--- src/omm_consts.vh ---
`ifndef OMM_CONSTS_VH
`define OMM_CONSTS_VH
// core clock rate
`define OMM_CLK_HZ 36'd100000000
`define OMM_CLK_MHZ 36'd100
// shutdown hold time for a transmitter reset, in us (least time, rounds up)
`define OMM_TRESET_US 36'd10
`define OMM_TRESET_CYCLES ((`OMM_TRESET_US * `OMM_CLK_MHZ))
// longest time to turn the transmitter off, in us; logic acts in 3 cycles
`define OMM_TOFF_US 36'd10
// longest time to resume after shutdown release, in us; logic acts in 3 cycles
`define OMM_TON_US 36'd1000
// initialisation window, in s
`define OMM_TINIT_S 36'd90
`define OMM_INIT_CYCLES (`OMM_TINIT_S * `OMM_CLK_HZ)
// serial port defaults
`define OMM_DEV_ADDR 7'h50
`define OMM_MEM_AW 4
// status byte bit positions, read at pointer 0
`define OMM_ST_FAULT 0
`define OMM_ST_TXOFF 1
`define OMM_ST_INIT 2
`define OMM_ST_SHDN 3
`endif

--- src/omm_sync.v ---
`timescale 1ns/10ps
`default_nettype none
module omm_sync #(
  parameter WIDTH = 1
) (
  input wire core_clk,
  input wire arst_n,
  input wire [WIDTH-1:0] asyncIn,
  output reg [WIDTH-1:0] syncOut
);
  reg [WIDTH-1:0] stage1;
  // two-flop synchroniser, stage1 feeds only syncOut
  always @(posedge core_clk or negedge arst_n) begin
    if (!arst_n) begin
      stage1 <= {WIDTH{1'b1}};
      syncOut <= {WIDTH{1'b1}};
    end else begin
      stage1 <= asyncIn;
      syncOut <= stage1;
    end
  end
endmodule
`default_nettype wire

--- src/omm_mgmt_port.v ---
`timescale 1ns/10ps
`default_nettype none
`include "omm_consts.vh"
// Functional notes
// - serial port works at 100kHz and 400kHz clock rates.
// - bus is idle whenever data and clock both sample high.
// - data stable while clock high; changes then are control conditions.
// - data falling while clock high is START; module detects it.
// - data rising while clock high is STOP; ends the transaction.
// - after STOP, enter low-power idle until next START.
// - one clock pulse per bit; bit valid during high period.
// - module pulls data low in ninth pulse to acknowledge a matching address and each written byte.
// - shutdown input high turns transmitter off; low transmits once initialisation is over and no fault is present or latched.
// - off within 10 us of shutdown high; on within 1 ms of low.
// - initialisation up to 90 s; fault shown meanwhile is tolerated.
// - fault output low in normal operation, high on fault and during initialisation.
// - presence line tied low internally.
module omm_mgmt_port #(
  parameter [6:0] DEV_ADDR = `OMM_DEV_ADDR,
  parameter AW = `OMM_MEM_AW,
  parameter [35:0] INIT_CYCLES = `OMM_INIT_CYCLES
) (
  input wire core_clk,
  input wire arst_n,
  input wire serialClockLine,
  input wire serialDataLineIn,
  output reg serialDataLineOut,
  output reg serialDataLineOe,
  input wire txShutdown,
  input wire txFaultCause,
  output reg txFault,
  output reg txEnable,
  output reg modulePresenceLine,
  output reg busIdle,
  output reg lowPower
);
  localparam [6:0] S_IDLE = 7'h01;
  localparam [6:0] S_ADDR = 7'h02;
  localparam [6:0] S_ACKA = 7'h04;
  localparam [6:0] S_WR = 7'h08;
  localparam [6:0] S_ACKW = 7'h10;
  localparam [6:0] S_RD = 7'h20;
  localparam [6:0] S_RACK = 7'h40;
  localparam DEPTH = 1 << AW;
  localparam [35:0] RESET_CYC_FULL = `OMM_TRESET_CYCLES;
  localparam [10:0] RESET_CYC = RESET_CYC_FULL[10:0];

  wire [3:0] syncQ;
  wire scl = syncQ[0];
  wire sda = syncQ[1];
  wire sdn = syncQ[2];
  wire faultCause = syncQ[3];
  reg sclPrev;
  reg sdaPrev;
  reg sdnPrev;
  reg [6:0] state;
  reg [3:0] bitCnt;
  reg [7:0] rxShift;
  reg [7:0] txShift;
  reg readDir;
  reg firstByte;
  reg [AW-1:0] ptr;
  reg [7:0] mem [0:DEPTH-1];
  reg [35:0] initCnt;
  reg initBusy;
  reg [10:0] sdnCnt;
  reg resetMet;
  reg faultLatched;
  reg [7:0] readByte;
  integer i;

  // pins pass two flops before any logic; 100 MHz sampling covers both rates
  omm_sync #(.WIDTH(4)) i_omm_sync (
    .core_clk(core_clk),
    .arst_n(arst_n),
    .asyncIn({txFaultCause, txShutdown, serialDataLineIn, serialClockLine}),
    .syncOut(syncQ)
  );

  wire sclRise = scl & ~sclPrev;
  wire sclFall = ~scl & sclPrev;
  wire startCond = scl & sclPrev & sdaPrev & ~sda;
  wire stopCond = scl & sclPrev & ~sdaPrev & sda;
  wire [7:0] nextRx = {rxShift[6:0], sda};

  // status byte stands at pointer 0, the rest is scratch storage
  always @* begin
    readByte = mem[ptr];
    if (ptr == {AW{1'b0}}) begin
      readByte = 8'h00;
      readByte[`OMM_ST_FAULT] = faultLatched;
      readByte[`OMM_ST_TXOFF] = ~txEnable;
      readByte[`OMM_ST_INIT] = initBusy;
      readByte[`OMM_ST_SHDN] = sdn;
    end
  end

  always @(posedge core_clk or negedge arst_n) begin
    if (!arst_n) begin
      sclPrev <= 1'b1;
      sdaPrev <= 1'b1;
      state <= S_IDLE;
      bitCnt <= 4'h0;
      rxShift <= 8'h00;
      txShift <= 8'h00;
      readDir <= 1'b0;
      firstByte <= 1'b0;
      ptr <= {AW{1'b0}};
      serialDataLineOut <= 1'b0;
      serialDataLineOe <= 1'b0;
      busIdle <= 1'b1;
      lowPower <= 1'b1;
      for (i = 0; i < DEPTH; i = i + 1) begin
        mem[i] <= 8'h00;
      end
    end else begin
      sclPrev <= scl;
      sdaPrev <= sda;
      serialDataLineOut <= 1'b0;
      busIdle <= scl & sda;
      if (startCond) begin
        state <= S_ADDR;
        bitCnt <= 4'h0;
        serialDataLineOe <= 1'b0;
        lowPower <= 1'b0;
      end else if (stopCond) begin
        state <= S_IDLE;
        serialDataLineOe <= 1'b0;
        lowPower <= 1'b1;
      end else begin
        case (state)
          S_IDLE: begin
            serialDataLineOe <= 1'b0;
          end
          S_ADDR, S_WR: begin
            if (sclRise) begin
              rxShift <= nextRx;
              bitCnt <= bitCnt + 4'h1;
            end else if (sclFall && bitCnt == 4'h8) begin
              if (state == S_ADDR) begin
                if (rxShift[7:1] == DEV_ADDR) begin
                  readDir <= rxShift[0];
                  firstByte <= 1'b1;
                  serialDataLineOe <= 1'b1;
                  state <= S_ACKA;
                end else begin
                  state <= S_IDLE;
                end
              end else begin
                serialDataLineOe <= 1'b1;
                state <= S_ACKW;
                firstByte <= 1'b0;
                if (firstByte) begin
                  ptr <= rxShift[AW-1:0];
                end else begin
                  if (ptr != {AW{1'b0}}) begin
                    mem[ptr] <= rxShift;
                  end
                  ptr <= ptr + {{(AW-1){1'b0}}, 1'b1};
                end
              end
            end
          end
          S_ACKA, S_ACKW: begin
            if (sclFall) begin
              bitCnt <= 4'h0;
              if (state == S_ACKA && readDir) begin
                txShift <= {readByte[6:0], 1'b0};
                serialDataLineOe <= ~readByte[7];
                state <= S_RD;
              end else begin
                serialDataLineOe <= 1'b0;
                state <= S_WR;
              end
            end
          end
          S_RD: begin
            if (sclRise) begin
              bitCnt <= bitCnt + 4'h1;
            end else if (sclFall) begin
              if (bitCnt == 4'h8) begin
                serialDataLineOe <= 1'b0;
                ptr <= ptr + {{(AW-1){1'b0}}, 1'b1};
                state <= S_RACK;
              end else begin
                serialDataLineOe <= ~txShift[7];
                txShift <= {txShift[6:0], 1'b0};
              end
            end
          end
          S_RACK: begin
            if (sclRise && sda) begin
              state <= S_IDLE;
            end else if (sclFall) begin
              bitCnt <= 4'h0;
              txShift <= {readByte[6:0], 1'b0};
              serialDataLineOe <= ~readByte[7];
              state <= S_RD;
            end
          end
          default: begin
            state <= S_IDLE;
            serialDataLineOe <= 1'b0;
          end
        endcase
      end
    end
  end

  // transmitter control, initialisation window and fault latch
  always @(posedge core_clk or negedge arst_n) begin
    if (!arst_n) begin
      sdnPrev <= 1'b1;
      initCnt <= 36'h000000000;
      initBusy <= 1'b1;
      sdnCnt <= 11'h000;
      resetMet <= 1'b0;
      faultLatched <= 1'b0;
      txFault <= 1'b1;
      txEnable <= 1'b0;
      modulePresenceLine <= 1'b0;
    end else begin
      sdnPrev <= sdn;
      modulePresenceLine <= 1'b0;
      if (initBusy) begin
        if (initCnt >= INIT_CYCLES - 36'h000000001) begin
          initBusy <= 1'b0;
        end
        initCnt <= initCnt + 36'h000000001;
      end
      if (sdn) begin
        if (sdnCnt >= RESET_CYC - 11'h001) begin
          resetMet <= 1'b1;
        end else begin
          sdnCnt <= sdnCnt + 11'h001;
        end
      end else begin
        sdnCnt <= 11'h000;
        resetMet <= 1'b0;
      end
      // a new fault cause wins over a clear in the same cycle
      faultLatched <= (faultCause & ~initBusy) |
        (faultLatched & ~(sdnPrev & ~sdn & resetMet));
      // raw cause covers the cycle in which the latch is still catching up at init end
      txFault <= faultLatched | initBusy | faultCause;
      txEnable <= ~sdn & ~initBusy & ~faultLatched & ~faultCause;
    end
  end
endmodule
`default_nettype wire

--- config.mk ---
export PLATFORM = sky130hd
export DESIGN_NAME = omm_mgmt_port
export DESIGN_NICKNAME = d
export VERILOG_FILES = /design/src/omm_sync.v /design/src/omm_mgmt_port.v
export VERILOG_INCLUDE_DIRS = /design/src
export SDC_FILE = /design/constraint.sdc
export NUM_CORES = 1
export LEC_CHECK = 0
export BUFFER_PORTS_ARGS = -buffer_cell sky130_fd_sc_hd__buf_2
export CAP_MARGIN = 20
export CORE_MARGIN = 2
export CORE_UTILIZATION = 29
export DETAILED_ROUTE_END_ITERATION = 6
export SETUP_SLACK_MARGIN = 0.15
export SYNTH_ARGS = -nofsm -noshare
export SYNTH_HDL_FRONTEND = slang
export SYNTH_SLANG_ARGS = --single-unit
--- constraint.sdc ---
create_clock -name core_clk -period 3.15 [get_ports core_clk]
set_input_delay 0.1575 -clock core_clk [delete_from_list [all_inputs] [get_ports core_clk]]
set_output_delay 0.1575 -clock core_clk [all_outputs]
set_load 0.05 [all_outputs]
# Word level (Yosys, flattened, before mapping)
# Cells that the tools add are included.
# classes
eq_ne	37
order_cmp	4
bitwise_logic	36
n_reduce_logical	22
n_mux	66
add_sub_neg	4
# ops
operator	count
$bwmux W128	1
$mux W8	11
$mux W7	11
$mux W4	12
$add A36 B1 Y36 const B	1
$ge A36 B34 Y1 const B	1
$pmux W7 S5	1
$bmux W8 S4	1
$demux W8 S4	1
$ne A4 B4 Y1 const B	8
$ne A2 B2 Y1 const B	14
$pmux W8 S3	1
$reduce_and A8 Y1	3
$mux W11	2
$mux W1	20
$not A1 Y1	17
$and A1 B1 Y1	15
$eq A7 B7 Y1 const B	2
$pmux W4 S3	1
$add A11 B1 Y11 const B	1
$ge A11 B10 Y1 const B	1
$ne A5 B5 Y1 const B	2
$reduce_and A10 Y1	1
$reduce_and A9 Y1	1
29 further kinds	40
# word_totals
out_inout_bits	7
ff_bits	227

# Depth between registers and ports, before layout
# logic_depth
word_depth	11
mapped_depth	11
mapped_depth_nobuf	8

# Cells and area by module
# From an unflattened synthesis, not the netlist that was laid out.
# hier_totals
cells_unflattened	862
area_unflattened_um2	10691.5
# modules_own_cells
module	area_each_um2	instances	cells_per_inst
omm_mgmt_port	10481.3	1	854
omm_sync	210.2	1	8

# Worst setup path before layout
# Ideal clock, no wire load.
# synth_path
path_kind	reg-to-reg
start	reg ptr[1]
end	reg mem[10] in the netlist's numbering
t_arrival_ns	2.892
stages_incl_launch_ff	11
setup_ns	0.125
slack_ns	0.133
path_cell_list	dfrtp_1 -> clkbuf_1 -> clkbuf_1 -> inv_1 -> ha_1 -> clkbuf_1 -> nand2_1 -> nor3b_1 -> nand3_1 -> nor2_2 -> mux2_2
# synth_between
elab_chain_cells	6
elab_cells_between_ends	9
classes_between	order compare (2); mux (3); bitwise (1); reduce/logical (3)
# synth_lines
element	line	rtl
start, declared	omm_mgmt_port.v:62	reg [AW-1:0] ptr;
start signal, assigned	omm_mgmt_port.v:108	ptr <= {AW{1'b0}};
start signal, assigned	omm_mgmt_port.v:154	ptr <= rxShift[AW-1:0];
start signal, assigned	omm_mgmt_port.v:159	ptr <= ptr + {{(AW-1){1'b0}}, 1'b1};
$not A4 Y5 (implied by the code)	omm_mgmt_port.v:157	mem[ptr] <= rxShift;
$ge A5 B5 Y1 (implied by the code) / $lt A5 B1 Y1 (equally long branches)	omm_mgmt_port.v:157	
$logic_and A1 B1 Y1 (implied by the code)	omm_mgmt_port.v:157	
$mux W8 (implied by the code)	omm_mgmt_port.v:157	
$demux W8 S4	omm_mgmt_port.v:157	
$bwmux W128	omm_mgmt_port.v:157	
end signal, assigned by index	omm_mgmt_port.v:157	
end, declared	omm_mgmt_port.v:63	reg [7:0] mem [0:DEPTH-1];
# Several ways; a longest one is shown, not always the timed one.
# A chain may end at the register's enable or synchronous reset.

# Worst setup path in the final report
# layout_path
start	reg state[4]
end	reg mem[110] in the netlist's numbering
# layout_between
elab_chain_cells	3
elab_cells_between_ends	5
classes_between	eq/ne (2); bitwise (1); reduce/logical (2)
# layout_lines
element	line	rtl
start, declared	omm_mgmt_port.v:56	reg [6:0] state;
start signal, assigned	omm_mgmt_port.v:102	state <= S_IDLE;
start signal, assigned	omm_mgmt_port.v:122	state <= S_ADDR;
start signal, assigned	omm_mgmt_port.v:127	state <= S_IDLE;
$eq A7 B2 Y1 / $eq A7 B4 Y1 (equally long branches)	omm_mgmt_port.v:131, omm_mgmt_port.v:140	
$reduce_or A2 Y1 / $not A1 Y1 (equally long branches)	-	
$reduce_and A8 Y1 (no line) (*)	-	
# Mark *: on every way between the ends. The rest lies on a longest branch, timed or not.

==> flow_summary.toml <==
[route]
drt_iter0_drc = 355
drt-wirelength-per-cell_um = 17.0
drt_wl_total_um = 22300
vias = 6423
route.antenna.remaining_nets = 0
drc_errors = 0
viasPerCell = 4.90
dr.pass1.iters = 4

[critical_path]
crit_arrival_ns = 3.23
reg2reg_depth = 5
timing.rr.start = "state[4]"
cp-start-kind = "register"
cp_data_required_time_ns = 3.53
crit_fanout = 11
reg2reg_to = "mem[110]"
end_kind = "register"
reg2reg_slack_ns = 0.30
crit_type = "register to register"

[yosys]
syn_avg_cell_area_um2 = 12.8
synth_seq_cells = 226
async_flop_share = 1.00
synth_seq_area_share = 0.539
yosys_warnings = 0
syn_area_um2 = 10500
ys_types = 65
ys_dominant_reg_cell = "dfrtp_1"
synth_cells = 821
synth_edf_count = 0

[finish]
final_common_cell = "dfrtp_1"
drive_gt1_frac = 0.324
diodes = 0
final_cell_count_no_fill = 1311
fillCellCount = 3495
fin_nets = 849
area_growth_pct = 13.5
layout_common_cells = "dfrtp_1, mux2_2, nor2_1"

[power]
power_frac_seq = 0.505
clkPwrFrac = 0.461
p_sw_mw = 1.30
switching_share = 0.219
p_comb_frac = 0.034
finalPower_mw = 5.93
p_int_mw = 4.63
p_leak_nw = 5.36
max-vdd-ir-drop_mv = 0.312
p_per_area_nw_per_um2 = 496

[clock_network]
cts_num_sinks = 226
ctsResizeCount = 0
cts_tree = "done"
cts_buffer_depth = 3
cts_setup_buffers = 0
cts_buffers = 23
insertion_delay_ns = 0.52
cts_max_level = 1
cts-root-buf = "clkbuf_16"
path_clk_slew_ns = 0.07

[flow_run]
drv_cap = 0

[timing]
report.final.slew_viol_count = 0
clock.fmax_mhz = 351
final_hold_viol_count = 0
rsz0062_at_grt = "false"
worst_slack_ns = 0.301
fin_hold_ws_ns = 0.216
fin_setup_tns_ns = 0
slew_headroom = 0.422
finalCritPeriodShare = 0.905
period_minus_slack_ns = 2.85
setup_viol = 0
skew_ns = 0.0226
worst_pin_slew_ns = 0.867

[placed_design]
pre_cts_slack_ns = 0.284
dp_hpwl_um = 14400
port-buffer-count = 10
gp_congestion = 0.877
dp.cells = 1266

[floorplanning]
rows = 69
ios = 13
dieWidth_um = 195
dieHeight_um = 195
die-area_um2 = 37800
coreArea_um2 = 35700
initial_utilization = 0.295

[grt]
grt_pass1_wl_um = 37200
grt_pass1_vias = 6692
grt_start_max_net_pins = 81
grt_overflow_total = 0
grt_usage = 0.121
antenna_found_initial = 0

[status]
status = "finished clean"

[min_path]
min_path_type = "input pin to asynchronous set/reset pin"
==> per-layer routing <==
metal,vias to the layer above,GRT usage,part of all wire,routed length (um)
met3,32,0.0127,0.033,731
met1,3323,0.169,0.48,10700
li1,2986,-,-,-
met4,0,0.0336,0.020,453
met5,-,0,0,0
met2,82,0.198,0.46,10400
==> stage by stage <==
stage	utilization	area [um^2]
6_report	0.335	12000
5_1_grt	0.335	12000
4_1_cts	0.335	12000
3_5_place_dp	0.313	11200
3_3_place_gp	0.313	11200
2_1_floorplan	-	10500
==> power groups by stage <==
stage	Clock [mW]	Sequential (mW)	Combinational, mW
after floorplan	0	3.01	0.127
after global placement	0	3.05	0.197
after detailed placement	0	3.05	0.199
after CTS	2.82	3.00	0.206
after global routing	2.94	3.00	0.227
final	2.74	3.00	0.200
==> cells in the mapped netlist (12+ instances only) <==
cell / n / area share
mux2_2: 139 / 0.15
mux4_2: 32 / 0.068
nand4_1: 14 / 0.0083
nand2_1: 42 / 0.015
buf_1: 13 / 0.0046
nor2_2: 13 / 0.0077
inv_1: 15 / 0.0053
clkbuf_1: 25 / 0.0089
a21oi_1: 14 / 0.0067
dfrtp_1: 210 / 0.50
o21ai_0: 21 / 0.010
nor2_1: 46 / 0.016
xnor2_1: 30 / 0.025
xor2_1: 17 / 0.014
nor3_1: 12 / 0.0057
dfstp_2: 16 / 0.040
nand3_1: 21 / 0.010
==> critical path, cell delays in order (launching register included) <==
cell and delay, ns:
dfrtp_1 0.48, or4_4 0.60, nor4b_4 0.40, nand3_1 0.35
nor3_4 0.47, mux2_2 0.39
==> flip-flops by register name, summed over array words and instances, names as in the netlist, 4 cells and up <==
| register | flops |
|---|---|
| i_omm_sync.syncOut | 4 |
| mem | 128 |
| ptr | 4 |
| initCnt | 36 |
| sdnCnt | 11 |
| i_omm_sync.stage1 | 4 |
| bitCnt | 4 |
| txShift | 7 |
| rxShift | 8 |
| state | 7 |
==> worst max path at each step <==
stage | startpoint | endpoint
after global placement | state[5] | mem[105]
after detailed placement | state[5] | mem[110]
after CTS | state[4] | mem[110]
after global routing | bitCnt[1] | mem[109]
final | state[4] | mem[110]
after floorplan | ptr[0] | mem[10]
==> area by class of cell <==
cell class	instances	area, um^2	share of cell area
flip-flops and latches	226	5680	0.475
clock buffers	35	671	0.0561
multi-input cells	533	4600	0.385
clock inverters	5	78.8	0.00659
inverters	15	56.3	0.00471
well taps	461	577	0.0483
repair buffers	36	293	0.0245
==> cells by family after synthesis <==
family,count (synthesis),synth area share
AND/OR/NAND/NOR,214,0.109
AO/OA/AOI/OAI,81,0.0517
XOR/XNOR,47,0.0391
buffers and inverters,63,0.0244
multiplexers,181,0.227
flip-flops,226,0.539
other,1,0.000356
adder cells (fa/ha/maj),8,0.00951
==> what timing repair did <==
item                                    CTS  global route
endpoints found under the hold margin    72             0
endpoints found under the setup margin    0             0
hold buffers                              5             0
Power figures use the tool's default switching activity.
